## config.mk

```make
export PLATFORM = sky130hd
export DESIGN_NAME = ptic_top
export DESIGN_NICKNAME = d
export VERILOG_FILES = /design/src/rtl/ptic_pkg.sv /design/src/rtl/ptic_top.sv
export SDC_FILE = /design/constraint.sdc
export NUM_CORES = 1
export LEC_CHECK = 0
export BUFFER_PORTS_ARGS = -buffer_cell sky130_fd_sc_hd__clkbuf_2
export CAP_MARGIN = 20
export CORE_MARGIN = 5
export CORE_UTILIZATION = 54
export DETAILED_ROUTE_END_ITERATION = 6
export GPL_TIMING_DRIVEN = 0
export HOLD_SLACK_MARGIN = 0.06
export PLACE_DENSITY_LB_ADDON = 0.2
export SYNTH_ARGS = -nofsm -noshare
export SYNTH_HDL_FRONTEND = slang
export SYNTH_SLANG_ARGS = --single-unit
```

## constraint.sdc

```tcl
create_clock -name sys_clk -period 3.11 [get_ports sys_clk]
set_input_delay 0.7775 -clock sys_clk [delete_from_list [all_inputs] [get_ports sys_clk]]
set_output_delay 0.7775 -clock sys_clk [all_outputs]
set_load 0.02 [all_outputs]
```

## src/rtl/ptic_pkg.sv

```systemverilog
// Constants shared by the paired timer and input capture block
package ptic_pkg;
  // Register byte offsets on the AXI4-Lite bus
  localparam logic [7:0] OFS_LO_CTL = 8'h00;
  localparam logic [7:0] OFS_HI_CTL = 8'h04;
  localparam logic [7:0] OFS_CAP_CTL = 8'h08;
  localparam logic [7:0] OFS_CAP_BUF = 8'h0C;
  localparam logic [7:0] OFS_LO_CNT = 8'h10;
  localparam logic [7:0] OFS_HI_CNT = 8'h14;
  localparam logic [7:0] OFS_LO_PER = 8'h18;
  localparam logic [7:0] OFS_HI_PER = 8'h1C;
  // Timer control field positions
  localparam int BIT_RUN = 15;
  localparam int BIT_IDLE_STOP = 13;
  localparam int BIT_GATE = 6;
  localparam int BIT_PS_HI = 5;
  localparam int BIT_PS_LO = 4;
  localparam int BIT_PAIR = 3;
  localparam int BIT_CLK_SRC = 1;
  // Capture control field positions
  localparam int BIT_CAP_TSEL = 7;
  localparam int BIT_CAP_ICI_HI = 6;
  localparam int BIT_CAP_ICI_LO = 5;
  localparam int BIT_CAP_OVF = 4;
  localparam int BIT_CAP_BNE = 3;
  // Writable bits of each control register
  localparam logic [15:0] LO_CTL_MASK = 16'hA07A;
  localparam logic [15:0] HI_CTL_MASK = 16'hA072;
  localparam logic [15:0] CAP_CTL_MASK = 16'h20E7;
  // Values after reset
  localparam logic [15:0] CTL_RESET = 16'h0000;
  localparam logic [15:0] PER_RESET = 16'hFFFF;
  // Prescaler terminal counts for 1:1, 1:8, 1:64, 1:256
  localparam logic [7:0] PS_TC_1 = 8'h00;
  localparam logic [7:0] PS_TC_8 = 8'h07;
  localparam logic [7:0] PS_TC_64 = 8'h3F;
  localparam logic [7:0] PS_TC_256 = 8'hFF;
  // Capture mode codes
  localparam logic [2:0] CM_OFF = 3'h0;
  localparam logic [2:0] CM_EVERY = 3'h1;
  localparam logic [2:0] CM_FALL = 3'h2;
  localparam logic [2:0] CM_RISE = 3'h3;
  localparam logic [2:0] CM_RISE4 = 3'h4;
  localparam logic [2:0] CM_RISE16 = 3'h5;
  localparam logic [2:0] CM_WAKE = 3'h7;
  // Edge counts per capture in the prescaled modes, minus one
  localparam logic [3:0] EDGE_TC_4 = 4'h3;
  localparam logic [3:0] EDGE_TC_16 = 4'hF;
  // AXI responses
  localparam logic [1:0] RESP_OKAY = 2'b00;
  localparam logic [1:0] RESP_SLVERR = 2'b10;
endpackage

```

## src/rtl/ptic_top.sv

```systemverilog
// Paired 16/32-bit timers with one input capture channel, AXI4-Lite registers
// Operation
// - Low run bit starts whole pair timer
// - Pair bit joins both timers into 32
// - Idle-stop bit halts timer in Idle
// - Gating works only with internal clock
// - Prescale divides by 1, 8, 64, 256
// - Low timer counts external pin rising edges
// - High timer counts own pin or internal
// - High controls ignored in pair mode, except idle-stop
// - Capture latches 16-bit selected timer value
// - Select bit 1 low timer, 0 high
// - Interrupt after every 1 to 4 captures
// - Four-word FIFO read in arrival order
// - Overflow flag read-only, cleared by hardware
// - Not-empty flag shows unread buffered values
// - Mode field selects edge kind and prescale
// - Mode 111 is sleep/idle wake input only
// - Modes 000 and 110 disable channel
// - Every-edge mode ignores interrupt count field
// - Capture idle-stop halts channel in Idle, except mode 111 wake
// - Capture pin event wakes the device
// - Low word least, high word most significant
// - Pair match signalled through high timer flag
//
// Implementation choices: the AXI4-Lite interface to the registers and the placing of the registers.
module ptic_top
  import ptic_pkg::*;
#(
  parameter int FIFO_DEPTH = 4
) (
  input wire logic sys_clk,
  input wire logic sys_rst,
  input wire logic [7:0] s_axi_awaddr,
  input wire logic s_axi_awvalid,
  output logic s_axi_awready,
  input wire logic [31:0] s_axi_wdata,
  input wire logic [3:0] s_axi_wstrb,
  input wire logic s_axi_wvalid,
  output logic s_axi_wready,
  output logic [1:0] s_axi_bresp,
  output logic s_axi_bvalid,
  input wire logic s_axi_bready,
  input wire logic [7:0] s_axi_araddr,
  input wire logic s_axi_arvalid,
  output logic s_axi_arready,
  output logic [31:0] s_axi_rdata,
  output logic [1:0] s_axi_rresp,
  output logic s_axi_rvalid,
  input wire logic s_axi_rready,
  input wire logic low_timer_ext_clock_pin,
  input wire logic high_timer_ext_clock_pin,
  input wire logic low_timer_gate_pin,
  input wire logic high_timer_gate_pin,
  input wire logic capture_input_pin,
  input wire logic idle_mode,
  input wire logic sleep_mode,
  output logic low_timer_match_q,
  output logic high_timer_match_q,
  output logic capture_int_q,
  output logic wake_q
);

  // Elaboration check: pointers and fill counter are sized for four words
  if (FIFO_DEPTH != 4) begin
    $error("ptic_top: FIFO_DEPTH must be 4");
  end

  ////////////////////////////////////////////////////////////////////////////
  // Functions

  // Prescaler terminal count for a 2-bit select code
  function automatic logic [7:0] ps_tc(input logic [1:0] sel);
    unique case (sel)
      2'b00: ps_tc = PS_TC_1;
      2'b01: ps_tc = PS_TC_8;
      2'b10: ps_tc = PS_TC_64;
      2'b11: ps_tc = PS_TC_256;
    endcase
  endfunction

  // Byte-lane merge of a 16-bit register with write data
  function automatic logic [15:0] merge16(input logic [15:0] old, input logic [31:0] d,
                                          input logic [3:0] s);
    merge16 = {s[1] ? d[15:8] : old[15:8], s[0] ? d[7:0] : old[7:0]};
  endfunction

  ////////////////////////////////////////////////////////////////////////////
  // Pin synchronisers: three stages, a change counts when stages 2 and 3 agree

  logic [4:0] pins;
  logic [4:0] sync1_q, sync2_q, sync3_q; // Only sync2_q reads sync1_q
  logic [4:0] filt_q; // Debounced pin levels
  logic [4:0] filt_prev_q; // Levels one cycle ago, for edges
  logic [4:0] rise, fall;
  assign pins = {capture_input_pin, high_timer_gate_pin, low_timer_gate_pin,
                 high_timer_ext_clock_pin, low_timer_ext_clock_pin};
  assign rise = filt_q & ~filt_prev_q;
  assign fall = ~filt_q & filt_prev_q;

  // Synchroniser chain and agreement filter
  always_ff @(posedge sys_clk) begin
    if (sys_rst) begin
      sync1_q <= '0;
      sync2_q <= '0;
      sync3_q <= '0;
      filt_q <= '0;
      filt_prev_q <= '0;
    end else begin
      sync1_q <= pins;
      sync2_q <= sync1_q;
      sync3_q <= sync2_q;
      filt_q <= (sync2_q & sync3_q) | (filt_q & (sync2_q ^ sync3_q));
      filt_prev_q <= filt_q;
    end
  end

  ////////////////////////////////////////////////////////////////////////////
  // Registers

  logic [15:0] lo_ctl_q, hi_ctl_q, cap_ctl_q; // Writable control bits only
  logic [15:0] lo_cnt_q, hi_cnt_q, lo_per_q, hi_per_q;
  logic aw_have_q, w_have_q;
  logic [7:0] aw_addr_q;
  logic [31:0] w_data_q;
  logic [3:0] w_strb_q;
  logic wr_go; // Write applied this cycle
  logic ar_take; // Read accepted this cycle
  logic pop; // Read of the capture buffer
  assign wr_go = aw_have_q && w_have_q && !s_axi_bvalid;
  assign ar_take = s_axi_arvalid && s_axi_arready;
  assign pop = ar_take && (s_axi_araddr == OFS_CAP_BUF);

  // Decoded controls; pair mode lets the low register drive everything but the high idle-stop bit
  logic pair, lo_run, lo_ext, lo_gate, hi_run, hi_ext, hi_gate;
  logic [1:0] lo_ps, hi_ps;
  assign pair = lo_ctl_q[BIT_PAIR];
  assign lo_run = lo_ctl_q[BIT_RUN] && !(idle_mode && (lo_ctl_q[BIT_IDLE_STOP]
                  || (pair && hi_ctl_q[BIT_IDLE_STOP])));
  assign lo_ext = lo_ctl_q[BIT_CLK_SRC];
  assign lo_gate = lo_ctl_q[BIT_GATE] && !lo_ext;
  assign lo_ps = lo_ctl_q[BIT_PS_HI:BIT_PS_LO];
  assign hi_run = hi_ctl_q[BIT_RUN] && !pair
                  && !(idle_mode && hi_ctl_q[BIT_IDLE_STOP]);
  assign hi_ext = hi_ctl_q[BIT_CLK_SRC];
  assign hi_gate = hi_ctl_q[BIT_GATE] && !hi_ext;
  assign hi_ps = hi_ctl_q[BIT_PS_HI:BIT_PS_LO];

  ////////////////////////////////////////////////////////////////////////////
  // Capture FIFO state, declared here for the read path

  logic [15:0] fifo_mem [0:3]; // Captured words
  logic [1:0] wr_ptr_q, rd_ptr_q;
  logic [2:0] fill_q; // Words held, 0 to 4
  logic ovf_q;
  logic bne;
  assign bne = (fill_q != 3'd0);

  // Read data mux
  logic [31:0] rd_mux;
  logic rd_hit;
  always_comb begin
    rd_mux = '0;
    rd_hit = 1'b1;
    unique case (s_axi_araddr)
      OFS_LO_CTL: rd_mux[15:0] = lo_ctl_q;
      OFS_HI_CTL: rd_mux[15:0] = hi_ctl_q;
      OFS_CAP_CTL: rd_mux[15:0] = cap_ctl_q | {11'h000, ovf_q, bne, 3'h0};
      OFS_CAP_BUF: rd_mux[15:0] = bne ? fifo_mem[rd_ptr_q] : 16'h0000;
      OFS_LO_CNT: rd_mux[15:0] = lo_cnt_q;
      OFS_HI_CNT: rd_mux[15:0] = hi_cnt_q;
      OFS_LO_PER: rd_mux[15:0] = lo_per_q;
      OFS_HI_PER: rd_mux[15:0] = hi_per_q;
      default: rd_hit = 1'b0;
    endcase
  end

  // Write address and data channels, accepted in either order
  always_ff @(posedge sys_clk) begin
    if (sys_rst) begin
      aw_have_q <= 1'b0;
      w_have_q <= 1'b0;
      s_axi_awready <= 1'b0;
      s_axi_wready <= 1'b0;
      aw_addr_q <= '0;
      w_data_q <= '0;
      w_strb_q <= '0;
    end else begin
      if (s_axi_awvalid && s_axi_awready) begin
        aw_have_q <= 1'b1;
        aw_addr_q <= s_axi_awaddr;
        s_axi_awready <= 1'b0;
      end else if (wr_go) begin
        aw_have_q <= 1'b0;
      end else if (!aw_have_q && !s_axi_bvalid) begin
        s_axi_awready <= 1'b1;
      end
      if (s_axi_wvalid && s_axi_wready) begin
        w_have_q <= 1'b1;
        w_data_q <= s_axi_wdata;
        w_strb_q <= s_axi_wstrb;
        s_axi_wready <= 1'b0;
      end else if (wr_go) begin
        w_have_q <= 1'b0;
      end else if (!w_have_q && !s_axi_bvalid) begin
        s_axi_wready <= 1'b1;
      end
    end
  end

  // Write response, one cycle after both halves are held
  always_ff @(posedge sys_clk) begin
    if (sys_rst) begin
      s_axi_bvalid <= 1'b0;
      s_axi_bresp <= RESP_OKAY;
    end else if (wr_go) begin
      s_axi_bvalid <= 1'b1;
      s_axi_bresp <= (aw_addr_q <= OFS_HI_PER && aw_addr_q[1:0] == 2'b00
                      && aw_addr_q != OFS_CAP_BUF) ? RESP_OKAY : RESP_SLVERR;
    end else if (s_axi_bready) begin
      s_axi_bvalid <= 1'b0;
    end
  end

  // Read channel; the buffer pops on the accepting edge
  always_ff @(posedge sys_clk) begin
    if (sys_rst) begin
      s_axi_arready <= 1'b0;
      s_axi_rvalid <= 1'b0;
      s_axi_rdata <= '0;
      s_axi_rresp <= RESP_OKAY;
    end else if (ar_take) begin
      s_axi_arready <= 1'b0;
      s_axi_rvalid <= 1'b1;
      s_axi_rdata <= rd_mux;
      s_axi_rresp <= rd_hit ? RESP_OKAY : RESP_SLVERR;
    end else if (s_axi_rvalid) begin
      if (s_axi_rready) s_axi_rvalid <= 1'b0;
    end else begin
      s_axi_arready <= 1'b1;
    end
  end

  // Control and period registers
  always_ff @(posedge sys_clk) begin
    if (sys_rst) begin
      lo_ctl_q <= CTL_RESET;
      hi_ctl_q <= CTL_RESET;
      cap_ctl_q <= CTL_RESET;
      lo_per_q <= PER_RESET;
      hi_per_q <= PER_RESET;
    end else if (wr_go) begin
      unique case (aw_addr_q)
        OFS_LO_CTL: lo_ctl_q <= merge16(lo_ctl_q, w_data_q, w_strb_q) & LO_CTL_MASK;
        OFS_HI_CTL: hi_ctl_q <= merge16(hi_ctl_q, w_data_q, w_strb_q) & HI_CTL_MASK;
        // Status bits are masked off: software cannot touch them
        OFS_CAP_CTL: cap_ctl_q <= merge16(cap_ctl_q, w_data_q, w_strb_q) & CAP_CTL_MASK;
        OFS_LO_PER: lo_per_q <= merge16(lo_per_q, w_data_q, w_strb_q);
        OFS_HI_PER: hi_per_q <= merge16(hi_per_q, w_data_q, w_strb_q);
        default: ;
      endcase
    end
  end

  ////////////////////////////////////////////////////////////////////////////
  // Timer clocking: source, gate and prescaler

  logic [7:0] lo_pcnt_q, hi_pcnt_q;
  logic lo_src, hi_src, lo_tick, hi_tick;
  // External source counts debounced rising edges, internal counts every cycle
  assign lo_src = (lo_ext ? rise[0] : 1'b1) && (!lo_gate || filt_q[2]);
  assign hi_src = (hi_ext ? rise[1] : 1'b1) && (!hi_gate || filt_q[3]);
  assign lo_tick = lo_run && lo_src && (lo_pcnt_q >= ps_tc(lo_ps));
  assign hi_tick = hi_run && hi_src && (hi_pcnt_q >= ps_tc(hi_ps));

  // Prescalers; the compare is >= so a smaller ratio never strands the count
  always_ff @(posedge sys_clk) begin
    if (sys_rst) begin
      lo_pcnt_q <= '0;
      hi_pcnt_q <= '0;
    end else begin
      if (lo_run && lo_src) lo_pcnt_q <= lo_tick ? 8'h00 : lo_pcnt_q + 8'h01;
      if (hi_run && hi_src) hi_pcnt_q <= hi_tick ? 8'h00 : hi_pcnt_q + 8'h01;
    end
  end

  ////////////////////////////////////////////////////////////////////////////
  // Timer counters and period match

  logic lo_hit, pair_hit, hi_hit;
  assign lo_hit = (lo_cnt_q == lo_per_q);
  assign pair_hit = lo_hit && (hi_cnt_q == hi_per_q);
  assign hi_hit = (hi_cnt_q == hi_per_q);

  // Counting; a software write wins over a tick in the same cycle
  always_ff @(posedge sys_clk) begin
    if (sys_rst) begin
      lo_cnt_q <= '0;
      hi_cnt_q <= '0;
    end else begin
      if (wr_go && aw_addr_q == OFS_LO_CNT) begin
        lo_cnt_q <= merge16(lo_cnt_q, w_data_q, w_strb_q);
      end else if (lo_tick) begin
        lo_cnt_q <= (pair ? pair_hit : lo_hit) ? 16'h0000 : lo_cnt_q + 16'h0001;
      end
      if (wr_go && aw_addr_q == OFS_HI_CNT) begin
        hi_cnt_q <= merge16(hi_cnt_q, w_data_q, w_strb_q);
      end else if (pair) begin
        // High word advances on the low word's carry
        if (lo_tick && pair_hit) hi_cnt_q <= 16'h0000;
        else if (lo_tick && lo_cnt_q == 16'hFFFF) hi_cnt_q <= hi_cnt_q + 16'h0001;
      end else if (hi_tick) begin
        hi_cnt_q <= hi_hit ? 16'h0000 : hi_cnt_q + 16'h0001;
      end
    end
  end

  // Match pulses; in pair mode only the high flag fires
  always_ff @(posedge sys_clk) begin
    if (sys_rst) begin
      low_timer_match_q <= 1'b0;
      high_timer_match_q <= 1'b0;
    end else begin
      low_timer_match_q <= !pair && lo_tick && lo_hit;
      high_timer_match_q <= pair ? (lo_tick && pair_hit) : (hi_tick && hi_hit);
    end
  end

  ////////////////////////////////////////////////////////////////////////////
  // Capture event detection

  logic [2:0] cmode, cmode_prev_q;
  logic [1:0] ici;
  logic cap_halt, cap_rise, cap_fall, cap_ev, wake_ev, edge_tc;
  logic [3:0] edge_cnt_q; // Rising edges seen in prescaled modes
  logic [1:0] ev_cnt_q; // Captures since last interrupt
  assign cmode = cap_ctl_q[2:0];
  assign ici = cap_ctl_q[BIT_CAP_ICI_HI:BIT_CAP_ICI_LO];
  assign cap_halt = idle_mode && cap_ctl_q[BIT_IDLE_STOP];
  assign cap_rise = rise[4];
  assign cap_fall = fall[4];
  assign edge_tc = (edge_cnt_q == (cmode == CM_RISE4 ? EDGE_TC_4 : EDGE_TC_16));

  // Event qualification per mode; off and the unused code never capture
  always_comb begin
    cap_ev = 1'b0;
    if (!cap_halt && cmode == cmode_prev_q) begin
      unique case (cmode)
        CM_EVERY: cap_ev = cap_rise || cap_fall;
        CM_FALL: cap_ev = cap_fall;
        CM_RISE: cap_ev = cap_rise;
        CM_RISE4, CM_RISE16: cap_ev = cap_rise && edge_tc;
        default: cap_ev = 1'b0;
      endcase
    end
  end
  // Wake only ever counts rising edges in mode 111, in any other mode the capture
  assign wake_ev = (sleep_mode || idle_mode)
                   && ((cmode == CM_WAKE) ? cap_rise : cap_ev);

  // Edge prescaler; restarting on a mode change avoids a short first period
  always_ff @(posedge sys_clk) begin
    if (sys_rst) begin
      edge_cnt_q <= '0;
      cmode_prev_q <= CM_OFF;
    end else begin
      cmode_prev_q <= cmode;
      if (cmode != cmode_prev_q) edge_cnt_q <= 4'h0;
      else if (!cap_halt && cap_rise && (cmode == CM_RISE4 || cmode == CM_RISE16))
        edge_cnt_q <= edge_tc ? 4'h0 : edge_cnt_q + 4'h1;
    end
  end

  ////////////////////////////////////////////////////////////////////////////
  // Capture FIFO

  logic [15:0] cap_val;
  logic cap_full;
  assign cap_val = cap_ctl_q[BIT_CAP_TSEL] ? lo_cnt_q : hi_cnt_q;
  assign cap_full = (fill_q == 3'd4);

  // Storage; a capture into a full buffer is dropped
  always_ff @(posedge sys_clk) begin
    if (cap_ev && !cap_full) fifo_mem[wr_ptr_q] <= cap_val;
  end

  // Pointers and fill level; turning the channel off empties it
  always_ff @(posedge sys_clk) begin
    if (sys_rst || cmode == CM_OFF) begin
      wr_ptr_q <= '0;
      rd_ptr_q <= '0;
      fill_q <= '0;
    end else begin
      if (cap_ev && !cap_full) wr_ptr_q <= wr_ptr_q + 2'd1;
      if (pop && bne) rd_ptr_q <= rd_ptr_q + 2'd1;
      fill_q <= fill_q + {2'b00, cap_ev && !cap_full} - {2'b00, pop && bne};
    end
  end

  // Overflow flag; only the hardware clears it, when the channel is turned off
  always_ff @(posedge sys_clk) begin
    if (sys_rst) ovf_q <= 1'b0;
    else if (cap_ev && cap_full) ovf_q <= 1'b1;
    else if (cmode == CM_OFF) ovf_q <= 1'b0;
  end

  // Interrupt decimation and wake pulse
  always_ff @(posedge sys_clk) begin
    if (sys_rst || cmode != cmode_prev_q) begin
      ev_cnt_q <= '0;
      capture_int_q <= 1'b0;
      wake_q <= 1'b0;
    end else begin
      wake_q <= wake_ev;
      capture_int_q <= 1'b0;
      if (cap_ev) begin
        if (cmode == CM_EVERY || ev_cnt_q == ici) begin
          capture_int_q <= 1'b1;
          ev_cnt_q <= 2'd0;
        end else begin
          ev_cnt_q <= ev_cnt_q + 2'd1;
        end
      end else if (cmode == CM_WAKE && wake_ev) begin
        capture_int_q <= 1'b1;
      end
    end
  end
endmodule

```

Word-level counts from Yosys, hierarchy flattened
Memory sizes are Yosys's and may differ from the RTL's. A register that Yosys moved wholly into a read port is not among the register bits.
Cells that the tools add are included.
{"block": "totals", "inputBits": 66, "word_cells": 254, "mem_bits_rw": 64, "out_inout_bits": 45, "n_memories": 1, "regBits": 199}
{"block": "classes", "eq_ne": 39, "muxes": 48, "bitwise": 10, "add_sub_neg": 10, "n_reduce_logical": 98, "order_cmp": 3}
{"name": "fifo_mem", "words": 4, "word_bits": 16, "read_ports": 1, "rd_clocked_by_memory_dff": 1, "write_ports": 1, "line_no": "ptic_top.sv:152", "source": "logic [15:0] fifo_mem [0:3];"}
{"operator": "$mux W16", "count": 11}
{"operator": "$pmux W16 S8", "count": 1}
{"operator": "$eq A8 B5 Y1 const B", "count": 8}
{"operator": "$pmux W8 S4", "count": 2}
{"operator": "$logic_and A1 B1 Y1", "count": 42}
{"operator": "$reduce_and A3 Y1", "count": 12}
{"operator": "$add A16 B1 Y16 const B", "count": 2}
{"operator": "$eq A16 B16 Y1", "count": 2}
{"operator": "$mux W8", "count": 4}
{"operator": "$eq A8 B4 Y1 const B", "count": 3}
{"operator": "$mux W1", "count": 22}
{"operator": "$and A5 B5 Y5", "count": 4}
{"operator": "$add A8 B1 Y8 const B", "count": 2}
{"operator": "$eq A16 B16 Y1 const B", "count": 1}
{"operator": "$eq A8 B3 Y1 const B", "count": 2}
{"operator": "$ge A8 B8 Y1", "count": 2}
{"operator": "$logic_not A8 Y1", "count": 2}
{"operator": "$or A14 B5 Y14", "count": 1}
{"operator": "$eq A3 B3 Y1 const B", "count": 4}
{"operator": "$logic_not A1 Y1", "count": 12}
{"operator": "$mux W2", "count": 5}
{"operator": "$not A5 Y5", "count": 2}
{"operator": "$reduce_bool A2 Y1", "count": 5}
{"operator": "$reduce_or A2 Y1", "count": 5}
{"operator": "other kinds (27)", "count": 52}

Depth between registers and ports, before layout
{"block": "depth", "ltp_word": 12, "depth_mapped": 15}

Worst setup path before layout
OpenSTA, ideal clock, no wires.
{"block": "synth_path", "kind": "flip-flop to flip-flop", "from": "register filt_q[4]", "to": "register fill_q[2]", "arrival_ns": 2.784, "stages_incl_launch_ff": 16, "path_slack_ns": 0.207, "required_time_ns": 2.990, "path_cell_list": "dfxtp_1 inv_1 ha_1 nand2b_1 a31oi_1 o21ai_0 and4_1 clkbuf_1 a21boi_1 inv_1 ha_1 inv_1 ha_1 fa_1 xnor2_1 nor2_1"}
{"block": "synth_via", "elab_chain_len": 8, "word_cells_on_any_way": 10, "classes_between": "add/sub (2); mux (2); bitwise (3); reduce/logical (3)"}
{"item": "start: declaration", "line_no": "ptic_top.sv:93", "source": "logic [4:0] filt_q;"}
{"item": "start signal: assignment", "line_no": "ptic_top.sv:113", "source": "filt_q <= (sync2_q & sync3_q) | (filt_q & (sync2_q ^ sync3_q));"}
{"item": "$not A5 Y5", "line_no": "ptic_top.sv:99", "source": "assign fall = ~filt_q & filt_prev_q;"}
{"item": "$and A5 B5 Y5", "line_no": "ptic_top.sv:99"}
{"item": "$logic_or A1 B1 Y1", "line_no": "ptic_top.sv:349", "source": "CM_EVERY: cap_ev = cap_rise || cap_fall;"}
{"item": "$pmux W1 S4 (*)", "line_no": "ptic_top.sv:348", "source": "unique case (cmode)"}
{"item": "$mux W1 (*)", "line_no": "ptic_top.sv:347", "source": "if (!cap_halt && cmode == cmode_prev_q) begin"}
{"item": "$logic_and A1 B1 Y1 (*)", "line_no": "ptic_top.sv:396", "source": "fill_q <= fill_q + {2'b00, cap_ev && !cap_full} - {2'b00, pop && bne};"}
{"item": "$add A3 B1 Y3 (*)", "line_no": "ptic_top.sv:396"}
{"item": "$sub A3 B1 Y3 (*)", "line_no": "ptic_top.sv:396"}
{"item": "end signal: assignment", "line_no": "ptic_top.sv:396"}
{"item": "end: declaration", "line_no": "ptic_top.sv:154", "source": "logic [2:0] fill_q;"}
Every way passes the cells marked *; elsewhere a longest branch is shown, timed or not.
A chain may end at the register's enable or synchronous reset.

Final worst setup path
Ends and elaborated chain as after synthesis.

==> qor.csv <==
metric,value,unit
yosys warns,0,
Routed Antenna Nets,0,
DP Cell Count,1720,
CTS tree,built,
Multi-input gate area,6230,µm²
mean area per synthesized cell,9.66,µm²
Final Setup Violations,0,
min Tclk post-route,2970,ps
NumNets Final,1535,
clock buffer count from CTS,28,
final hold vios,0,
vias in the first global route,10296,
Max clock buf depth,3,
Die Y,163,µm
via count,10745,
CP Launch Type,flip-flop,
clk_lat worst skew,550,ps
Die ar.,26600,µm²
max_cap viols,0,
Initial Util,54.4,%
Synth cell types,81,
R2R cell count,14,
hold_buf cts,0,
largest net degree at the start of global routing,17,
diode count,0,
DRC Markers,0,
Yosys reg bits,261,
slowest CP cell,dfxtp_1,
Hold WC Path Type,flip-flop to flip-flop,
Placed Area,13500,µm²
outcome,finished clean,
Layout area overhead,14.5,%
root buffer cell,clkbuf_16,
IO Port Bufs,73,
initial antenna violation count,0,
Sink Count,261,
Tightest Pin Transition,1240,ps
# fillers,2024,
Max Fclk,0.336,GHz
Worst Path Required,3540,ps
PD cells,498,nW/µm²
Finished Cell Area,14500,µm²
Critical Path Sink Type,flip-flop,
RePlAce Congestion,1.01,
Clock transition at path regs,60,ps
routed len/inst,21.2,µm
drt via density,6.06,
top_reg_cell synth,dfxtp_1,
Die W,163,µm
Final period util,95.6,%
peak supply drop,0.314,mV
kind of critical path,flip-flop to flip-flop,
cell count after synthesis,1310,
relative slew slack,16.7,%
First-pass DRT Iterations,6,
core footprint,23300,µm²
Syn Std Cell Area,12700,µm²
Post-synth EDFFs,64,
worst path arrival time,3400,ps
CP max stage delay,440,ps
global-route wire length before repair,57.9,mm
post-layout util,62.3,%
WHS Path Cells,1,
register area,5870,µm²
# IOs,111,
Max H-tree Level,1,
leakage,5.25,nW
sequential-to-total area share from yosys stat,46.3,%
final non-filler cell total,1774,
remaining global-route overflow,0,
"Slew Viols, Final",0,
share of cells above drive strength 1,16.6,%
CP Max Fanout,6,
ys async rst share,0,%
final WL,37.5,mm
1st-iter DRT viols,1256,
total track usage,27.9,%
# rows,56,
Final Skew,14.5,ps
DP HPWL,27.2,mm
worst-path cell chain,inv_1 > ha_1 > nand2b_1 > a31oi_1 > o21ai_0 > and4_4 > a21boi_4 > inv_1 > ha_1 > inv_1 > ha_1 > fa_1 > xnor2_1 > nor2_1,
==> metrics by stage <==
| step | hold slack, ps | power [mW] | setup TNS [ps] | setup slack (ps) |
|---|---|---|---|---|
| after floorplan | 414 | 3.80 | 0 | 207 |
| after global placement | 416 | 3.92 | -24320 | -483 |
| after detailed placement | 426 | 3.93 | -30400 | -561 |
| after CTS | 435 | 7.22 | 0 | 6.27 |
| after global routing | 460 | 7.42 | -0.980 | -0.980 |
| final | 438 | 7.22 | 0 | 136 |
==> registers in the layout, indices dropped and copies added, names as in the netlist, 5 cells and up, named ones only <==
register and count:
hi_ctl_q 6, hi_cnt_q 16, filt_q 5, w_data_q 16, sync2_q 5, fifo_mem 64
cap_ctl_q 7, hi_pcnt_q 8, hi_per_q 16, lo_ctl_q 7, lo_per_q 16, lo_pcnt_q 8
lo_cnt_q 16, aw_addr_q 8, sync1_q 5, sync3_q 5, s_axi_rdata 16
==> area by class of cell <==
cell class | count | area share, %
multi-input cells | 926 | 43.0
flip-flops and latches | 261 | 40.5
clock buffers | 39 | 5.71
plain buffers | 99 | 3.53
repair buffers | 79 | 2.90
well taps | 319 | 2.75
inverters | 39 | 1.01
clock inverters | 12 | 0.665
==> kinds of logic after synthesis <==
kind of cell,count (synthesis),share of synthesized area (%)
AOI/OAI and AO/OA,264,15.2
xor gates and xnor gates,64,4.43
adders and majority gates,35,3.52
buffers and inverters,140,5.25
DFF,261,46.3
muxes,31,4.14
other,1,0.0296
and+or+nand+nor,514,21.1
==> report_power, final <==
| part | total, mW | switching, mW | leakage (nW) | internal [mW] |
|---|---|---|---|---|
| registers | 3.54 | 0.0456 | 2.19 | 3.50 |
| clock network | 3.35 | 1.42 | 0.453 | 1.94 |
| logic | 0.320 | 0.211 | 2.61 | 0.109 |
| total | 7.22 | 1.67 | 5.25 | 5.54 |
==> what timing repair did <==
action | 4_1_cts | 5_1_grt
setup buffers | 1 | 4
setup endpoints to repair | 69 | 95
pin swaps | 1 | 2
resized for setup | 3 | 8
==> critical path, delay by kind of cell (launching register included) <==
kind / cells / cell delay (ps)
adders and majority gates: 4 / 1130
AOI/OAI and AO/OA: 3 / 500
buffers and inverters: 3 / 190
and+or+nand+nor: 3 / 430
xor gates and xnor gates: 1 / 170
DFF: 1 / 440
==> synthesized netlist by cell type, types with 20 or more instances <==
| master | number | area [µm²] |
|---|---|---|
| a21oi_1 | 86 | 430 |
| ha_1 | 34 | 425 |
| inv_1 | 39 | 146 |
| clkbuf_1 | 50 | 188 |
| nand2b_1 | 26 | 163 |
| dfxtp_1 | 197 | 3940 |
| a22oi_1 | 44 | 330 |
| nand2_1 | 163 | 612 |
| xor2_1 | 52 | 455 |
| nor2b_1 | 42 | 263 |
| edfxtp_1 | 64 | 1920 |
| nor2_1 | 73 | 274 |
| o21ai_0 | 20 | 100 |
| nor3_1 | 33 | 165 |
| buf_4 | 21 | 158 |
| nand3_1 | 65 | 325 |
==> path summary, 6_finish.rpt <==
path / from / to / slack [ps]
worst min-delay path: sync1_q[2] / sync2_q[2] / 440
worst max register to register: filt_q[4] / fill_q[2] / 140
worst min register to register: sync1_q[2] / sync2_q[2] / 440
worst max-delay path: filt_q[4] / fill_q[2] / 140
==> cell usage in the layout (no fill, tap or decap), types with 39 or more instances in the layout <==
master and count:
a21oi_1 85, a22oi_1 44, clkbuf_1 50, clkbuf_2 79, dfxtp_1 197, edfxtp_1 64, inv_1 39, nand2_1 163
nand3_1 65, nor2_1 73, nor2b_1 42, xor2_1 52
==> routing by layer <==
metal  global-route usage [%]  vias up  part of all wire, %
li1                         -     4950                    -
met3                     5.00       79                   11
met5                        0        -                    0
met4                     9.15        0                  3.2
met2                     42.9      574                   44
met1                     40.0     5142                   43
(Power assumes the default switching activity.)
